<file path="config.mk">
export PLATFORM = sky130hd
export DESIGN_NAME = pcsc_ctrl
export DESIGN_NICKNAME = d
export VERILOG_FILES = /design/src/core/pcsc_pkg.sv /design/src/core/pcsc_ctrl.sv
export VERILOG_INCLUDE_DIRS = /design/src /design/src/core
export SDC_FILE = /design/constraint.sdc
export NUM_CORES = 1
export LEC_CHECK = 0
export BUFFER_PORTS_ARGS = -buffer_cell sky130_fd_sc_hd__buf_4
export CAP_MARGIN = 5
export CORE_ASPECT_RATIO = 1.75
export CORE_MARGIN = 2
export CORE_UTILIZATION = 53
export CTS_BUF_LIST = sky130_fd_sc_hd__clkbuf_8 sky130_fd_sc_hd__clkbuf_16
export DETAILED_ROUTE_END_ITERATION = 6
export PLACE_DENSITY = 0.78
export SLEW_MARGIN = 10
export SYNTH_ARGS = -nofsm -noshare
export SYNTH_HDL_FRONTEND = slang
export SYNTH_SLANG_ARGS = --single-unit
</file>
<file path="constraint.sdc">
create_clock -name aclk -period 2.43 [get_ports aclk]
set_input_delay 0.486 -clock aclk [delete_from_list [all_inputs] [get_ports aclk]]
set_output_delay 0.486 -clock aclk [all_outputs]
set_load 0.02 [all_outputs]
</file>
<file path="src/core/pcsc_map.svh">
// register offsets, field positions, reset values and timing for the loop clock control
// assumes: included by bare name from core files only
`ifndef PCSC_MAP_SVH
`define PCSC_MAP_SVH
`define PCSC_OFS_SETTINGS 4'h0
`define PCSC_OFS_GATING 4'h4
`define PCSC_OFS_STATUS 4'h8
`define PCSC_OFS_MASK 4'hc
`define PCSC_BIT_POWER 15
`define PCSC_BIT_SELECT 14
`define PCSC_FILT_HI 11
`define PCSC_FILT_LO 8
`define PCSC_BIT_LOCK 8
`define PCSC_RST_SETTINGS 16'h0000
`define PCSC_RST_GATING 16'h0000
`define PCSC_GATING_ALL_OFF 16'h181f
`define PCSC_EVT_LOCKED 0
`define PCSC_EVT_LOST 1
`define PCSC_EVT_FILTER 2
`define PCSC_LOCK_TIME_US 30
`define PCSC_CLK_MHZ 200
`define PCSC_LOCK_CYCLES (`PCSC_LOCK_TIME_US * `PCSC_CLK_MHZ)
`define PCSC_RESP_OKAY 2'h0
`define PCSC_RESP_SLVERR 2'h2
`endif

</file>
<file path="src/core/pcsc_pkg.sv">
// types of the loop clock control block
// assumes: offsets and counts come from pcsc_map.svh
package pcsc_pkg;
  // loop settings word, layout as software sees it
  typedef struct packed {
    logic power_on;      // loop powered when set
    logic clock_select;  // core clock from loop when set
    logic [1:0] spare;   // reads back as written
    logic [3:0] filter;  // loop filter code
    logic [2:0] div_n;   // divider N
    logic [4:0] mult_m;  // multiplier M
  } pcsc_settings_type;
  // sticky event bits, same layout for status and mask
  typedef struct packed {
    logic filter_bad;  // filter code does not suit M
    logic lock_lost;   // loop powered down while locked
    logic locked;      // lock-in interval finished
  } pcsc_events_type;
  // write channel progress
  typedef enum logic [1:0] {
    PCSC_WR_IDLE = 2'b00,
    PCSC_WR_RESP = 2'b01
  } pcsc_wr_state_type;
endpackage
</file>
<file path="src/core/pcsc_ctrl.sv">
// loop clock synthesis control: settings, lock timing, peripheral gating, axi4-lite slave
// assumes: one clock aclk at 200 MHz, synchronous active-low aresetn, clk_en freezes all state
//
// Our own choices: the placing of the registers and the AXI4-Lite slave port.
`timescale 1ns/1ps
`include "pcsc_map.svh"

// Function
// loop powered only while power bit set
// core clock from pin unless select set
// core clock is input times M over 2N
// software keeps loop output 50 to 120 MHz
// filter code must match M per table
// lock flag set after 30 us lock-in
// software selects loop only after lock
// input clock runs six cycles during reset
// gating word 0x0000 runs, 0x181f stops peripherals
// power-down clears lock flag immediately
module pcsc_ctrl import pcsc_pkg::*; #(
  parameter int LOCK_CYCLES = `PCSC_LOCK_CYCLES  // lock-in interval in aclk cycles
) (
  input wire logic aclk,
  input wire logic aresetn,
  input wire logic clk_en,
  input wire logic [3:0] s_axil_awaddr,
  input wire logic s_axil_awvalid,
  output logic s_axil_awready,
  input wire logic [31:0] s_axil_wdata,
  input wire logic [3:0] s_axil_wstrb,
  input wire logic s_axil_wvalid,
  output logic s_axil_wready,
  output logic [1:0] s_axil_bresp,
  output logic s_axil_bvalid,
  input wire logic s_axil_bready,
  input wire logic [3:0] s_axil_araddr,
  input wire logic s_axil_arvalid,
  output logic s_axil_arready,
  output logic [31:0] s_axil_rdata,
  output logic [1:0] s_axil_rresp,
  output logic s_axil_rvalid,
  input wire logic s_axil_rready,
  output pcsc_settings_type loop_settings,
  output logic lock_flag,
  output logic [15:0] periph_off,
  output logic irq
);

  // lock counter must hold the interval and count at least one cycle
  if (LOCK_CYCLES < 1 || LOCK_CYCLES > 65535) begin : g_bad_lock
    $error("pcsc_ctrl: LOCK_CYCLES out of range");
  end

  // filter code that suits a multiplier, zero where M is not usable
  function automatic logic [3:0] filter_for_m(input logic [4:0] m);
    logic [3:0] code;
    code = 4'h0;
    if (m >= 5'h17 && m <= 5'h18) begin
      code = 4'hb;
    end else if (m >= 5'h15) begin
      code = (m <= 5'h16) ? 4'ha : 4'h0;
    end else if (m >= 5'h13) begin
      code = 4'h9;
    end else if (m >= 5'h10) begin
      code = 4'h8;
    end else if (m >= 5'h0c) begin
      code = 4'h7;
    end else if (m >= 5'h08) begin
      code = 4'h6;
    end else if (m >= 5'h02) begin
      code = 4'h4;
    end
    return code;
  endfunction

  // byte-lane merge of a 16-bit register
  function automatic logic [15:0] merge16(input logic [15:0] old, input logic [31:0] d, input logic [3:0] s);
    logic [15:0] r;
    r = old;
    if (s[0]) begin
      r[7:0] = d[7:0];
    end
    if (s[1]) begin
      r[15:8] = d[15:8];
    end
    return r;
  endfunction

  pcsc_settings_type settings_ff;  // loop settings word
  logic [15:0] gating_ff;           // peripheral power gating word
  pcsc_events_type status_ff;       // sticky events
  pcsc_events_type mask_ff;         // interrupt enables
  logic lock_ff;                    // lock flag
  logic [15:0] lock_cnt_ff;         // cycles since power-up, held once locked
  logic irq_ff;                     // interrupt line
  pcsc_wr_state_type wr_state_ff;   // write channel state
  logic aw_held_ff;                 // write address taken
  logic w_held_ff;                  // write data taken
  logic [3:0] awaddr_ff;            // held write address
  logic [31:0] wdata_ff;            // held write data
  logic [3:0] wstrb_ff;             // held strobes
  logic awready_ff;                 // address ready
  logic wready_ff;                  // data ready
  logic bvalid_ff;                  // write response valid
  logic [1:0] bresp_ff;             // write response code
  logic arready_ff;                 // read address ready
  logic rvalid_ff;                  // read data valid
  logic [31:0] rdata_ff;            // read data
  logic [1:0] rresp_ff;             // read response code

  logic do_write;         // both halves present, perform write this cycle
  logic wr_settings;      // write hits the settings word
  logic wr_gating;        // write hits the gating word
  logic wr_status;        // write hits status (one clears)
  logic wr_mask;          // write hits the mask
  logic lock_done;        // lock-in interval ends this cycle
  logic lock_drop;        // locked loop is powered down
  pcsc_events_type evt;   // events raised this cycle
  pcsc_events_type w1c;   // bits software clears this cycle
  pcsc_events_type nxt_status;
  logic [15:0] nxt_settings;

  assign do_write = aw_held_ff && w_held_ff && (wr_state_ff == PCSC_WR_IDLE);
  assign wr_settings = do_write && (awaddr_ff == `PCSC_OFS_SETTINGS);
  assign wr_gating = do_write && (awaddr_ff == `PCSC_OFS_GATING);
  assign wr_status = do_write && (awaddr_ff == `PCSC_OFS_STATUS);
  assign wr_mask = do_write && (awaddr_ff == `PCSC_OFS_MASK);
  assign nxt_settings = merge16(settings_ff, wdata_ff, wstrb_ff);

  // register outputs straight from flops
  assign loop_settings = settings_ff;
  assign lock_flag = lock_ff;
  assign periph_off = gating_ff;
  assign irq = irq_ff;
  assign s_axil_awready = awready_ff;
  assign s_axil_wready = wready_ff;
  assign s_axil_bvalid = bvalid_ff;
  assign s_axil_bresp = bresp_ff;
  assign s_axil_arready = arready_ff;
  assign s_axil_rvalid = rvalid_ff;
  assign s_axil_rdata = rdata_ff;
  assign s_axil_rresp = rresp_ff;

  // write address and data are taken independently, either order
  always_ff @(posedge aclk) begin
    if (!aresetn) begin
      aw_held_ff <= 1'b0;
      w_held_ff <= 1'b0;
      awaddr_ff <= 4'h0;
      wdata_ff <= 32'h0;
      wstrb_ff <= 4'h0;
      awready_ff <= 1'b0;
      wready_ff <= 1'b0;
      bvalid_ff <= 1'b0;
      bresp_ff <= `PCSC_RESP_OKAY;
      wr_state_ff <= PCSC_WR_IDLE;
    end else if (clk_en) begin
      // readies rise one cycle after reset, drop on the taking edge
      awready_ff <= !aw_held_ff && !(awready_ff && s_axil_awvalid) && (wr_state_ff == PCSC_WR_IDLE);
      wready_ff <= !w_held_ff && !(wready_ff && s_axil_wvalid) && (wr_state_ff == PCSC_WR_IDLE);
      if (awready_ff && s_axil_awvalid) begin
        aw_held_ff <= 1'b1;
        awaddr_ff <= {s_axil_awaddr[3:2], 2'b00};
      end
      if (wready_ff && s_axil_wvalid) begin
        w_held_ff <= 1'b1;
        wdata_ff <= s_axil_wdata;
        wstrb_ff <= s_axil_wstrb;
      end
      unique case (wr_state_ff)
        PCSC_WR_IDLE: begin
          if (do_write) begin
            bvalid_ff <= 1'b1;
            // unmapped words answer slverr and change nothing
            bresp_ff <= (awaddr_ff == `PCSC_OFS_SETTINGS || awaddr_ff == `PCSC_OFS_GATING ||
                         awaddr_ff == `PCSC_OFS_STATUS || awaddr_ff == `PCSC_OFS_MASK) ?
                        `PCSC_RESP_OKAY : `PCSC_RESP_SLVERR;
            wr_state_ff <= PCSC_WR_RESP;
          end
        end
        PCSC_WR_RESP: begin
          if (s_axil_bready) begin
            bvalid_ff <= 1'b0;
            aw_held_ff <= 1'b0;
            w_held_ff <= 1'b0;
            wr_state_ff <= PCSC_WR_IDLE;
          end
        end
      endcase
    end
  end

  // read channel, data one cycle after the address is taken
  always_ff @(posedge aclk) begin
    if (!aresetn) begin
      arready_ff <= 1'b0;
      rvalid_ff <= 1'b0;
      rdata_ff <= 32'h0;
      rresp_ff <= `PCSC_RESP_OKAY;
    end else if (clk_en) begin
      if (rvalid_ff) begin
        if (s_axil_rready) begin
          rvalid_ff <= 1'b0;
          arready_ff <= 1'b1;
        end
      end else if (arready_ff && s_axil_arvalid) begin
        arready_ff <= 1'b0;
        rvalid_ff <= 1'b1;
        rresp_ff <= `PCSC_RESP_OKAY;
        unique case ({s_axil_araddr[3:2], 2'b00})
          `PCSC_OFS_SETTINGS: rdata_ff <= {16'h0, settings_ff};
          `PCSC_OFS_GATING: rdata_ff <= {16'h0, gating_ff};
          `PCSC_OFS_STATUS: rdata_ff <= {23'h0, lock_ff, 5'h0, status_ff};
          `PCSC_OFS_MASK: rdata_ff <= {29'h0, mask_ff};
          default: begin
            rdata_ff <= 32'h0;
            rresp_ff <= `PCSC_RESP_SLVERR;
          end
        endcase
      end else begin
        arready_ff <= 1'b1;
      end
    end
  end

  // settings word; power and select bits reset to zero, pin clock, loop off
  always_ff @(posedge aclk) begin
    if (!aresetn) begin
      settings_ff <= `PCSC_RST_SETTINGS;
    end else if (clk_en && wr_settings) begin
      // power bit steers loop
      // select bit picks clock
      // m and n reach the synthesiser
      settings_ff <= nxt_settings;
    end
  end

  // gating word drives the peripheral power switches bit for bit
  always_ff @(posedge aclk) begin
    if (!aresetn) begin
      gating_ff <= `PCSC_RST_GATING;
    end else if (clk_en && wr_gating) begin
      // gating word to switches
      gating_ff <= merge16(gating_ff, wdata_ff, wstrb_ff);
    end
  end

  // lock-in timer; the loop output is untrusted until it expires
  assign lock_done = settings_ff.power_on && !lock_ff && (lock_cnt_ff == 16'(LOCK_CYCLES - 1));
  assign lock_drop = !settings_ff.power_on && lock_ff;
  always_ff @(posedge aclk) begin
    if (!aresetn) begin
      lock_cnt_ff <= 16'h0;
      lock_ff <= 1'b0;
    end else if (clk_en) begin
      if (!settings_ff.power_on) begin
        // power-down restarts lock-in
        lock_cnt_ff <= 16'h0;
        lock_ff <= 1'b0;
      end else if (lock_done) begin
        // lock flag after interval
        lock_ff <= 1'b1;
      end else if (!lock_ff) begin
        lock_cnt_ff <= lock_cnt_ff + 16'h1;
      end
    end
  end

  // events; a filter code that does not suit M is flagged, not corrected
  always_comb begin
    evt = '0;
    evt.locked = lock_done;
    evt.lock_lost = lock_drop;
    // filter code against m
    evt.filter_bad = wr_settings && (nxt_settings[`PCSC_FILT_HI:`PCSC_FILT_LO] != filter_for_m(nxt_settings[4:0]));
    w1c = wr_status && wstrb_ff[0] ? pcsc_events_type'(wdata_ff[2:0]) : '0;
    // a new event wins over a clear in the same cycle
    nxt_status = (status_ff & ~w1c) | evt;
  end

  // sticky status, mask and interrupt line
  always_ff @(posedge aclk) begin
    if (!aresetn) begin
      status_ff <= '0;
      mask_ff <= '0;
      irq_ff <= 1'b0;
    end else if (clk_en) begin
      status_ff <= nxt_status;
      if (wr_mask && wstrb_ff[0]) begin
        mask_ff <= pcsc_events_type'(wdata_ff[2:0]);
      end
      irq_ff <= |(nxt_status & (wr_mask && wstrb_ff[0] ? pcsc_events_type'(wdata_ff[2:0]) : mask_ff));
    end
  end
endmodule

</file>
==> out/results.env, run 1 <==
RUN_STATUS='complete, no violations'
HOLD_CLASS='in2reg'
FIN_SETUP_TNS_NS=0
FINALPOWER_mW=3.30
FINALSETUPVIOLCOUNT=0
ROUTED_WIRE_LENGTH_PER_INSTANCE_UM=15.1
FINISH.NET_COUNT=661
CELLS_ALONG_THE_CRITICAL_PATH='mux2i_1 -> nand2_1 -> a32oi_1 -> xor2_1 -> nor3_1 -> o21ai_0'
SYN-CELL-AREA_SQ_UM=4790
GRT_FIRST_PASS_WIRELENGTH_UM=17900
POST_DP_CELL_AREA_SQ_UM=5450
CRITPATHARRIVALTIME_NS=2.39
SYNTH-EDFF-COUNT=0
VDD.IR_DROP.WORST_mV=0.435
CRITICAL_PATH_BUF_INV_COUNT=0
DR_VIAS_CELL=5.49
DRT.ANTENNA.VIOLATING_NETS=0
FILLCELLCOUNT=757
CTS_INSERTED_BUFFERS=9
YS.FLOP_TYPE='dfxtp_1'
DETAILEDROUTE.FIRSTITERATIONVIOLATIONS=249
CRIT_TYPE='reg2reg'
COMMONEST_NON_FILL_NON_TAP_CELL_IN_THE_LAYOUT='dfxtp_1'
FLOORPLAN.ROWS=45
CTS.SINKS=100
TOTALWIRELENGTH_UM=11000
ROOT_BUFFER='clkbuf_16'
MAXCLOCKFREQUENCY_MHz=458
DETAILED_PLACEMENT_WIRELENGTH_ESTIMATE_UM=7950
DIE_WIDTH_UM=75.8
CRIT_PATH_START_KIND='flop'
P_PER_AREA_nW_PER_UM2=574
GRT_START_MAX_NET_PINS=58
TOTAL_LEAKAGE_POWER_nW=2.19
PATH_CLK_SLEW_NS=0.06
VERTICAL_DIE_DIMENSION_UM=130
DRT_PASS1_ITERATIONS=6
GP_CONGESTION=0.919
YOSYSWARNINGCOUNT=0
ROUTED-VIA-COUNT=4008
CRITICAL-PATH-MAX-STAGE-DELAY_NS=0.57
CORE_SQ_UM=8730
MAX-CAP-VIOLATIONS=0
STDCELL_AREA_SQ_UM=5750
RSZ0062_AT_GRT='false'
TIMING.MAX_SLEW.REL_SLACK_PCT=60.5
FINALHOLDVIOLATIONS=0
YS_SEQ_AREA_SHARE_PCT=41.8
PROPORTION_OF_LAYOUT_CELLS_WITH_A_DRIVE_SUFFIX_ABOVE_1_PCT=20.4
WORST_PATH_DOMINANT_CELL_FAMILY='flip-flops'
AREA_GROWTH_PCT=20.1
GLOBALROUTEOVERFLOWTOTAL=0
PERIOD_MINUS_SLACK_NS=2.19
ASYNCSETRESETFLOPFRACSYNTH_PCT=0
INSERTION_DELAY_NS=0.34
POST_CTS_SIZING_COUNT=0
NUM_IO_PINS=127
START_UTIL_PCT=54.9
CTS_MAX_LEVEL=3
GLOBAL_ROUTE.USAGE.TOTAL_PCT=23.6
FIRST_GLOBAL_VIAS=3734
CTS_BUFFER_DEPTH=2
YS_SEQ_ELEMENTS=100
CLOCK_TREE_FROM_TRITONCTS='built'
FINALMAXSLEWVIOLATIONS=0
CRIT_PATH_MAX_FANOUT=12
CELLS_AFTER_SYNTH=535
DRC_ERRORS=0
TIMING.CLOCK.SKEW_NS=0.00443
WORST_EP_REQUIRED_TIME_NS=2.64
INSTANCES_NO_FILL=730
CTS.REPAIR_TIMING.SETUP_BUFFER_COUNT=0
CELL_WITH_THE_LARGEST_STAGE_DELAY_ON_THE_WORST_PATH='dfxtp_1'
ANTENNA_CELLS_INSERTED=0
GRT_ANTENNA_BEFORE_REPAIR=0
SYNTHESIS.AREA_PER_INSTANCE_SQ_UM=8.95
POST_CTS_HOLD_BUFFER_COUNT=0
YOSYS.CELL_TYPES.COUNT=56
PORT_BUFFERS=85
FIN_WORST_HOLD_SLACK_NS=0.405
ENDPOINT_KIND='flop'
DIE_AREA_SQ_UM=9840
FINAL_MIN_PERIOD_OVER_CLOCK_PERIOD_PCT=89.9
R2R_SETUP_SLACK_NS=0.24
MOST-COMMON-LAYOUT-CELLS='dfxtp_1, buf_4, nand2_1'
MAX_SLEW.WORST_PIN.SLEW_NS=0.591
PLACEDCELLCOUNT=714
layout make-up:
cell class | count | area [sq um] | area share, %
sequential | 100 | 2000 | 34.8
tap | 117 | 146 | 2.55
inverter | 4 | 15.0 | 0.261
multi-input combinational | 394 | 2550 | 44.3
timing repair buffer | 99 | 743 | 12.9
clock inverter | 5 | 45.0 | 0.783
clock buffer | 11 | 253 | 4.40
worst register-to-register path: stages, from the launching register on:
cell     delay (ns)
dfxtp_1        0.57
mux2i_1        0.53
nand2_1        0.11
a32oi_1        0.29
xor2_1         0.10
nor3_1         0.30
o21ai_0        0.16
synthesized netlist by cell type, types with 4 or more instances:
cell / n / area (sq um)
nand3_1: 26 / 130
inv_1: 4 / 15.0
nand2_1: 78 / 293
clkbuf_1: 26 / 97.6
buf_2: 5 / 25.0
nand2b_1: 4 / 25.0
nor2b_1: 42 / 263
nand4_1: 5 / 31.3
xnor2_1: 12 / 105
buf_4: 19 / 143
a21boi_0: 36 / 270
nor2_1: 21 / 78.8
mux2i_1: 43 / 430
xor2_1: 5 / 43.8
o211a_1: 5 / 50.1
dfxtp_1: 100 / 2000
a21oi_1: 19 / 95.1
nor3_1: 18 / 90.1
nor4_1: 4 / 25.0
through the flow:
stage          utilization (%)  worst slack (ns)
4_1_cts                   65.9             0.270
3_5_place_dp              62.5             0.296
3_3_place_gp              62.5             0.353
6_report                  65.9             0.245
5_1_grt                   65.9            0.0730
2_1_floorplan                -             0.533
worst paths after layout:
check | startpoint | to | cells after the start
worst min-delay path | s_axil_awaddr[3] | awaddr_ff[3] | 3
worst max register to register | wstrb_ff[0] | status_ff[2] | 6
worst min register to register | aw_held_ff | aw_held_ff | 2
worst max-delay path | wstrb_ff[0] | status_ff[2] | 6
per-layer routing:
metal | up-vias | GRT usage [%] | routed length (um)
li1 | 1965 | - | -
met1 | 1918 | 27.3 | 4420
met2 | 108 | 41.6 | 5930
met3 | 17 | 4.56 | 473
met4 | 0 | 8.98 | 222
met5 | - | 0 | 0
state kept, by name, indices dropped and copies added (netlist names), 3 cells and up:
name           count
s_axil_rdata      16
periph_off        16
status_ff          3
loop_settings     16
wdata_ff          16
mask_ff            3
lock_cnt_ff       16
logic make-up (layout without fill, tap and decap cells):
family / after synthesis / after routing / share of synthesized area [%]
xor+xnor: 17 / 17 / 3.11
flops: 100 / 100 / 41.8
other cells: 1 / 19 / 0.0783
mux: 47 / 47 / 10.6
fa+ha+maj: 1 / 1 / 0.261
simple gates: 224 / 224 / 24.8
buf+inv: 59 / 119 / 6.51
compound gates: 86 / 86 / 12.8
power by group:
part           internal [mW]  leakage, nW  switching [mW]
logic                 0.0900         1.22           0.126
clock network          0.839        0.161           0.573
registers               1.66        0.808          0.0186
total                   2.59         2.19           0.717
Note: power is estimated with default switching activity, not from simulation.
==> run 2, diff against run 1 <==
--- a/config.mk
+++ b/config.mk
@@ -10,10 +10,10 @@
 export CAP_MARGIN = 5
 export CORE_ASPECT_RATIO = 1.75
 export CORE_MARGIN = 2
-export CORE_UTILIZATION = 53
+export CORE_UTILIZATION = 30
 export CTS_BUF_LIST = sky130_fd_sc_hd__clkbuf_8 sky130_fd_sc_hd__clkbuf_16
 export DETAILED_ROUTE_END_ITERATION = 6
-export PLACE_DENSITY = 0.78
+export PLACE_DENSITY = 0.48
 export SLEW_MARGIN = 10
 export SYNTH_ARGS = -nofsm -noshare
 export SYNTH_HDL_FRONTEND = slang
==> constraint.sdc (replaced) <==
create_clock -name aclk -period 2.8 [get_ports aclk]
set_input_delay 0.56 -clock aclk [delete_from_list [all_inputs] [get_ports aclk]]
set_output_delay 0.56 -clock aclk [all_outputs]
set_load 0.02 [all_outputs]
==> run 2 against run 1 <==
Effect of this change:
- global-route usage fell by 7.9 points
- clock skew rose by 0.0038 ns
- final area rose by 1.1%
- maximum frequency rose by 3.3%
- largest cell class unchanged
==> out/results.env, run 2 (synthesized netlist as in run 1, its figures left out) <==
CTS_BUFFER_DEPTH=2
RSZ0062_AT_GRT='false'
R2R-START='wstrb_ff[0]'
CELLS_ALONG_THE_CRITICAL_PATH='buf_4 -> or4_1 -> nand3_1 -> o21ai_1 -> xor2_1 -> nor3_1 -> o21ai_0'
PERIOD_MINUS_SLACK_NS=2.12
CRITICAL-PATH-MAX-STAGE-DELAY_NS=0.45
WORST_EP_REQUIRED_TIME_NS=3.01
ANTENNA_CELLS_INSERTED=0
MAXCLOCKFREQUENCY_MHz=473
VDD.IR_DROP.WORST_mV=0.261
GRT_ANTENNA_BEFORE_REPAIR=0
WORST_PATH_DOMINANT_CELL_FAMILY='simple AND/OR/NAND/NOR gates'
FINISH.NET_COUNT=659
PATH_CLK_SLEW_NS=0.06
DRT_PASS1_ITERATIONS=4
POST_CTS_HOLD_BUFFER_COUNT=0
MOST-COMMON-LAYOUT-CELLS='dfxtp_1, buf_4, nand2_1'
VERTICAL_DIE_DIMENSION_UM=171
FINALMAXSLEWVIOLATIONS=0
GP_CONGESTION=0.755
POST_DP_CELL_AREA_SQ_UM=5530
CTS_MAX_LEVEL=3
GLOBALROUTEOVERFLOWTOTAL=0
FINALPOWER_mW=2.85
CELL_DEPTH_OF_THE_WORST_FLOP_TO_FLOP_PATH=7
ROOT_BUFFER='clkbuf_16'
ROUTED_WIRE_LENGTH_PER_INSTANCE_UM=16.7
MAX_SLEW.WORST_PIN.SLEW_NS=0.649
FINAL_MIN_PERIOD_OVER_CLOCK_PERIOD_PCT=75.6
TIMING.HOLD.WORST_PATH_DEPTH=2
CRIT_TYPE='reg2reg'
R2R_SETUP_SLACK_NS=0.68
MAX-CAP-VIOLATIONS=0
GLOBAL_ROUTE.USAGE.TOTAL_PCT=15.7
DETAILED_PLACEMENT_WIRELENGTH_ESTIMATE_UM=9910
ROUTED-VIA-COUNT=3954
FIN_SETUP_TNS_NS=0
WORSTREG2REGEND='status_ff[2]'
CELL_WITH_THE_LARGEST_STAGE_DELAY_ON_THE_WORST_PATH='or4_1'
GRT_START_MAX_NET_PINS=51
CRITICAL_PATH_BUF_INV_COUNT=1
PROPORTION_OF_LAYOUT_CELLS_WITH_A_DRIVE_SUFFIX_ABOVE_1_PCT=20.3
CORE_SQ_UM=15700
FINALSETUPVIOLCOUNT=0
COMMONEST_NON_FILL_NON_TAP_CELL_IN_THE_LAYOUT='dfxtp_1'
HOLD_END='aw_held_ff'
TIMING.MAX_SLEW.REL_SLACK_PCT=56.6
HOLDCRITSTARTPOINT='aw_held_ff'
CTS_INSERTED_BUFFERS=9
FINALHOLDVIOLATIONS=0
DR_VIAS_CELL=4.95
HOLD_CLASS='reg2reg'
CRIT_PATH_START_KIND='flop'
CRIT_PATH_MAX_FANOUT=15
TIMING.CLOCK.SKEW_NS=0.00822
POST-ROUTE-UTIL_PCT=37.0
INSERTION_DELAY_NS=0.34
PORT_BUFFERS=85
TOTAL_LEAKAGE_POWER_nW=2.16
DRC_ERRORS=0
START_UTIL_PCT=30.4
CTS.REPAIR_TIMING.SETUP_BUFFER_COUNT=0
CRITPATHARRIVALTIME_NS=2.33
NUM_IO_PINS=127
DETAILEDROUTE.FIRSTITERATIONVIOLATIONS=136
P_PER_AREA_nW_PER_UM2=491
STDCELL_AREA_SQ_UM=5810
RUN_STATUS='complete, no violations'
ENDPOINT_KIND='flop'
FIN_WORST_HOLD_SLACK_NS=0.457
DIE_AREA_SQ_UM=17000
TOTALWIRELENGTH_UM=13300
DRT.ANTENNA.VIOLATING_NETS=0
AREA_GROWTH_PCT=21.4
FIRST_GLOBAL_VIAS=3778
CTS.SINKS=100
GRT_FIRST_PASS_WIRELENGTH_UM=20500
DIE_WIDTH_UM=99.5
FLOORPLAN.ROWS=61
CLOCK_TREE_FROM_TRITONCTS='built'
POST_CTS_SIZING_COUNT=0
[run 2: cell type report]
cell class              count  area [sq um]
clock inverters             6          58.8
repair buffers             97           728
well taps                 189           236
multi-input cells         394          2550
flip-flops and latches    100          2000
fillers                  1648          9910
clock buffers               9           225
inverters                   4          15.0
[run 2: where the power goes]
part / internal, mW / switching [mW]
combinational: 0.0777 / 0.112
clock: 0.682 / 0.529
sequential: 1.44 / 0.0171
total: 2.20 / 0.658
[run 2: how the worst max path moves through the flow]
stage	startpoint	end	slack [ns]	depth (start not counted)
floorplan	clk_en	lock_cnt_ff[12]	0.88	7
global placement	wstrb_ff[0]	status_ff[2]	0.70	7
detailed placement	wstrb_ff[0]	status_ff[2]	0.68	7
CTS	wstrb_ff[0]	status_ff[2]	0.67	7
global route	wstrb_ff[0]	status_ff[2]	0.52	7
finish	wstrb_ff[0]	status_ff[2]	0.68	7
[run 2: metrics by stage]
stage,instances,setup slack [ns]
CTS,799,0.667
global placement,784,0.699
finish,799,0.684
global route,799,0.523
floorplan,553,0.883
detailed placement,784,0.685
[run 2: worst register-to-register path, stage by stage (launching register included)]
cell	delay (ns)
dfxtp_1	0.39
buf_4	0.23
or4_1	0.45
nand3_1	0.14
o21ai_1	0.08
xor2_1	0.18
nor3_1	0.38
o21ai_0	0.15
[run 2: layer usage]
layer	share of wire, %	up-vias	global-route usage [%]
li1	-	1957	-
met1	37	1889	15.9
met2	56	90	30.2
met3	4.0	18	2.98
met4	3.8	0	7.21
met5	0	-	0
==> run 3, diff against run 2 <==
--- a/config.mk
+++ b/config.mk
@@ -13,7 +13,7 @@
 export CORE_UTILIZATION = 30
 export CTS_BUF_LIST = sky130_fd_sc_hd__clkbuf_8 sky130_fd_sc_hd__clkbuf_16
 export DETAILED_ROUTE_END_ITERATION = 6
-export PLACE_DENSITY = 0.48
+export PLACE_DENSITY = 0.5
 export SLEW_MARGIN = 10
 export SYNTH_ARGS = -nofsm -noshare
 export SYNTH_HDL_FRONTEND = slang
==> constraint.sdc (replaced) <==
create_clock -name aclk -period 1.79 [get_ports aclk]
set_input_delay 0.358 -clock aclk [delete_from_list [all_inputs] [get_ports aclk]]
set_output_delay 0.358 -clock aclk [all_outputs]
set_load 0.02 [all_outputs]
==> run 3 against run 2 <==
Effect of this change:
- the run now ends with negative setup slack left
- sequential cell count unchanged
- hold slack worse by 0.19 ns
- clock power up 53%
- global-route usage up 0.94 points
==> out/results.env, run 3 (synthesized netlist as in run 1, its figures left out) <==
CLOCK_TREE_FROM_TRITONCTS='built'
FIRST_GLOBAL_VIAS=4198
R2R-START='lock_cnt_ff[14]'
VERTICAL_DIE_DIMENSION_UM=171
NUM_IO_PINS=127
POSTLAYOUTSETUPSLACKWORST_NS=-0.0789
VDD.IR_DROP.WORST_mV=0.421
PLACEDCELLCOUNT=830
PRE_CTS_SETUP_SLACK_NS=-0.175
ROUTED-VIA-COUNT=4181
TIMING.MAX_SLEW.REL_SLACK_PCT=62.5
FINALPOWER_mW=4.47
RUN_STATUS='complete, but fails checks'
HOLDCRITSTARTPOINT='s_axil_wdata[10]'
FINALHOLDVIOLATIONS=0
START_UTIL_PCT=30.4
CTS_MAX_LEVEL=3
ANTENNA_CELLS_INSERTED=0
PWR-SHARE-COMB_PCT=7.8
MAXCLOCKFREQUENCY_MHz=535
AREA_GROWTH_PCT=34.8
GLOBAL_ROUTE.USAGE.TOTAL_PCT=16.6
STDCELL_AREA_SQ_UM=6450
LAYOUT.AREA.SEQ_SQ_UM=2010
FINISH.NET_COUNT=713
P_INT_mW=3.38
ROOT_BUFFER='clkbuf_16'
HOLD_CLASS='in2reg'
POST_DP_CELL_AREA_SQ_UM=5940
CRITPATHARRIVALTIME_NS=2.13
PROPORTION_OF_LAYOUT_CELLS_WITH_A_DRIVE_SUFFIX_ABOVE_1_PCT=31.3
FINAL_MIN_PERIOD_OVER_CLOCK_PERIOD_PCT=104
CRIT_TYPE='reg2reg'
CRIT_PATH_MAX_FANOUT=3
CORE_SQ_UM=15700
CTS_INSERTED_BUFFERS=9
TOTAL_LEAKAGE_POWER_nW=2.47
MAX-CAP-VIOLATIONS=0
GRT_ANTENNA_BEFORE_REPAIR=0
ENDPOINT_KIND='flop'
MOST-COMMON-LAYOUT-CELLS='buf_4, dfxtp_1, nand2_1'
DRC_ERRORS=0
MAX_SLEW.WORST_PIN.SLEW_NS=0.561
GRT_FIRST_PASS_WIRELENGTH_UM=21800
DR_VIAS_CELL=4.90
DRT_PASS1_ITERATIONS=4
SHARE_SEQ_OF_TOTAL_POWER_PCT=50.7
DETAILEDROUTE.FIRSTITERATIONVIOLATIONS=144
FINALMAXSLEWVIOLATIONS=0
CTS_BUFFER_DEPTH=2
FILLCELLCOUNT=1604
INSTANCES_NO_FILL=854
POST_CTS_HOLD_BUFFER_COUNT=0
TIMING.CLOCK.SKEW_NS=0.00477
DRT.ANTENNA.VIOLATING_NETS=0
DIE_AREA_SQ_UM=17000
PORT_BUFFERS=85
WORST_EP_REQUIRED_TIME_NS=2.05
P_PER_AREA_nW_PER_UM2=693
TOTALWIRELENGTH_UM=14100
GRT_START_MAX_NET_PINS=67
PERIOD_MINUS_SLACK_NS=1.87
COMBINED_AREA_OF_THE_MULTI_INPUT_LOGIC_CELLS_SQ_UM=2700
GLOBALROUTEOVERFLOWTOTAL=0
DETAILED_PLACEMENT_WIRELENGTH_ESTIMATE_UM=10400
RSZ0062_AT_GRT='true'
PATH_CLK_SLEW_NS=0.07
FINALSETUPVIOLCOUNT=14
FLOORPLAN.ROWS=61
CTS.SINKS=100
COMMONEST_NON_FILL_NON_TAP_CELL_IN_THE_LAYOUT='buf_4'
POWER.SWITCHING_mW=1.09
DIE_WIDTH_UM=99.5
GP_CONGESTION=0.789
CRIT_PATH_START_KIND='flop'
POWER_FRAC_CLOCK_PCT=41.4
ROUTED_WIRE_LENGTH_PER_INSTANCE_UM=16.5
SW_FRAC_OF_TOTAL_PCT=24.4
VIOLATIONS_IN_THE_FINAL_REPORTS='negative setup slack'
INSERTION_DELAY_NS=0.34
TIMING.CRITICAL_PATH.FROM='lock_cnt_ff[14]'
## run 3: cell types whose count changed in the layout (fill, tap and decap cells not counted), moves of 3 or more
cell / before / now
buf_12: 0 / 4
buf_6: 0 / 4
nor4b_1: 3 / 0
nor4_1: 4 / 1
dfxtp_1: 100 / 94
buf_4: 97 / 142
nor4_2: 1 / 4
dfxtp_2: 0 / 5
## run 3: through the flow
| stage | utilization, % | setup TNS [ns] | hold WS (ns) |
|---|---|---|---|
| after floorplan | - | -0.259 | 0.429 |
| after global placement | 37.8 | -0.820 | 0.448 |
| after detailed placement | 37.8 | -1.15 | 0.458 |
| after CTS | 40.5 | -1.16 | 0.265 |
| after global routing | 41.0 | -1.82 | 0.267 |
| final | 41.0 | -0.551 | 0.268 |
## run 3: worst max-delay path: stages, from the launching register on
cell and delay, ns:
dfxtp_2 0.32, or4b_4 0.54, nor4_4 0.26, buf_4 0.19, a22oi_2 0.06, o22ai_2 0.18
a211oi_2 0.05, o22ai_1 0.19
## run 3: routing by layer
layer / vias up / routed length (um) / global-route usage (%) / part of all wire, %
li1: 2073 / - / - / -
met1: 1984 / 5220 / 16.6 / 37
met2: 97 / 7910 / 32.7 / 56
met3: 27 / 448 / 2.74 / 3.2
met4: 0 / 485 / 7.62 / 3.4
met5: - / 0 / 0 / 0
## run 3: final cells by class
class	instances	area share [%]
multi-input combinational	394	41.9
clock inverter	6	0.640
sequential	100	31.2
inverter	4	0.233
timing repair buffer	151	18.7
tap	189	3.66
clock buffer	10	3.70
## run 3: what timing repair did
action                     in CTS  in global routing
setup endpoints to repair      14                 37
buffers inserted                6                  2
pin swaps                      17                 14
gates resized for setup        24                 17
## run 3: path summary, 6_finish.rpt
path,end,cells past startpoint,slack (ns)
setup / recovery,irq,7,-0.08
setup reg to reg,irq,7,-0.08
hold reg to reg,aw_held_ff,2,0.47
hold / removal,wdata_ff[10],3,0.27
## run 3: power by group through the flow
| stage | logic (mW) | registers [mW] | clock network, mW |
|---|---|---|---|
| after floorplan | 0.222 | 2.32 | 0 |
| after global placement | 0.325 | 2.32 | 0 |
| after detailed placement | 0.329 | 2.32 | 0 |
| after CTS | 0.347 | 2.27 | 1.90 |
| after global routing | 0.380 | 2.27 | 1.99 |
| final | 0.350 | 2.27 | 1.85 |
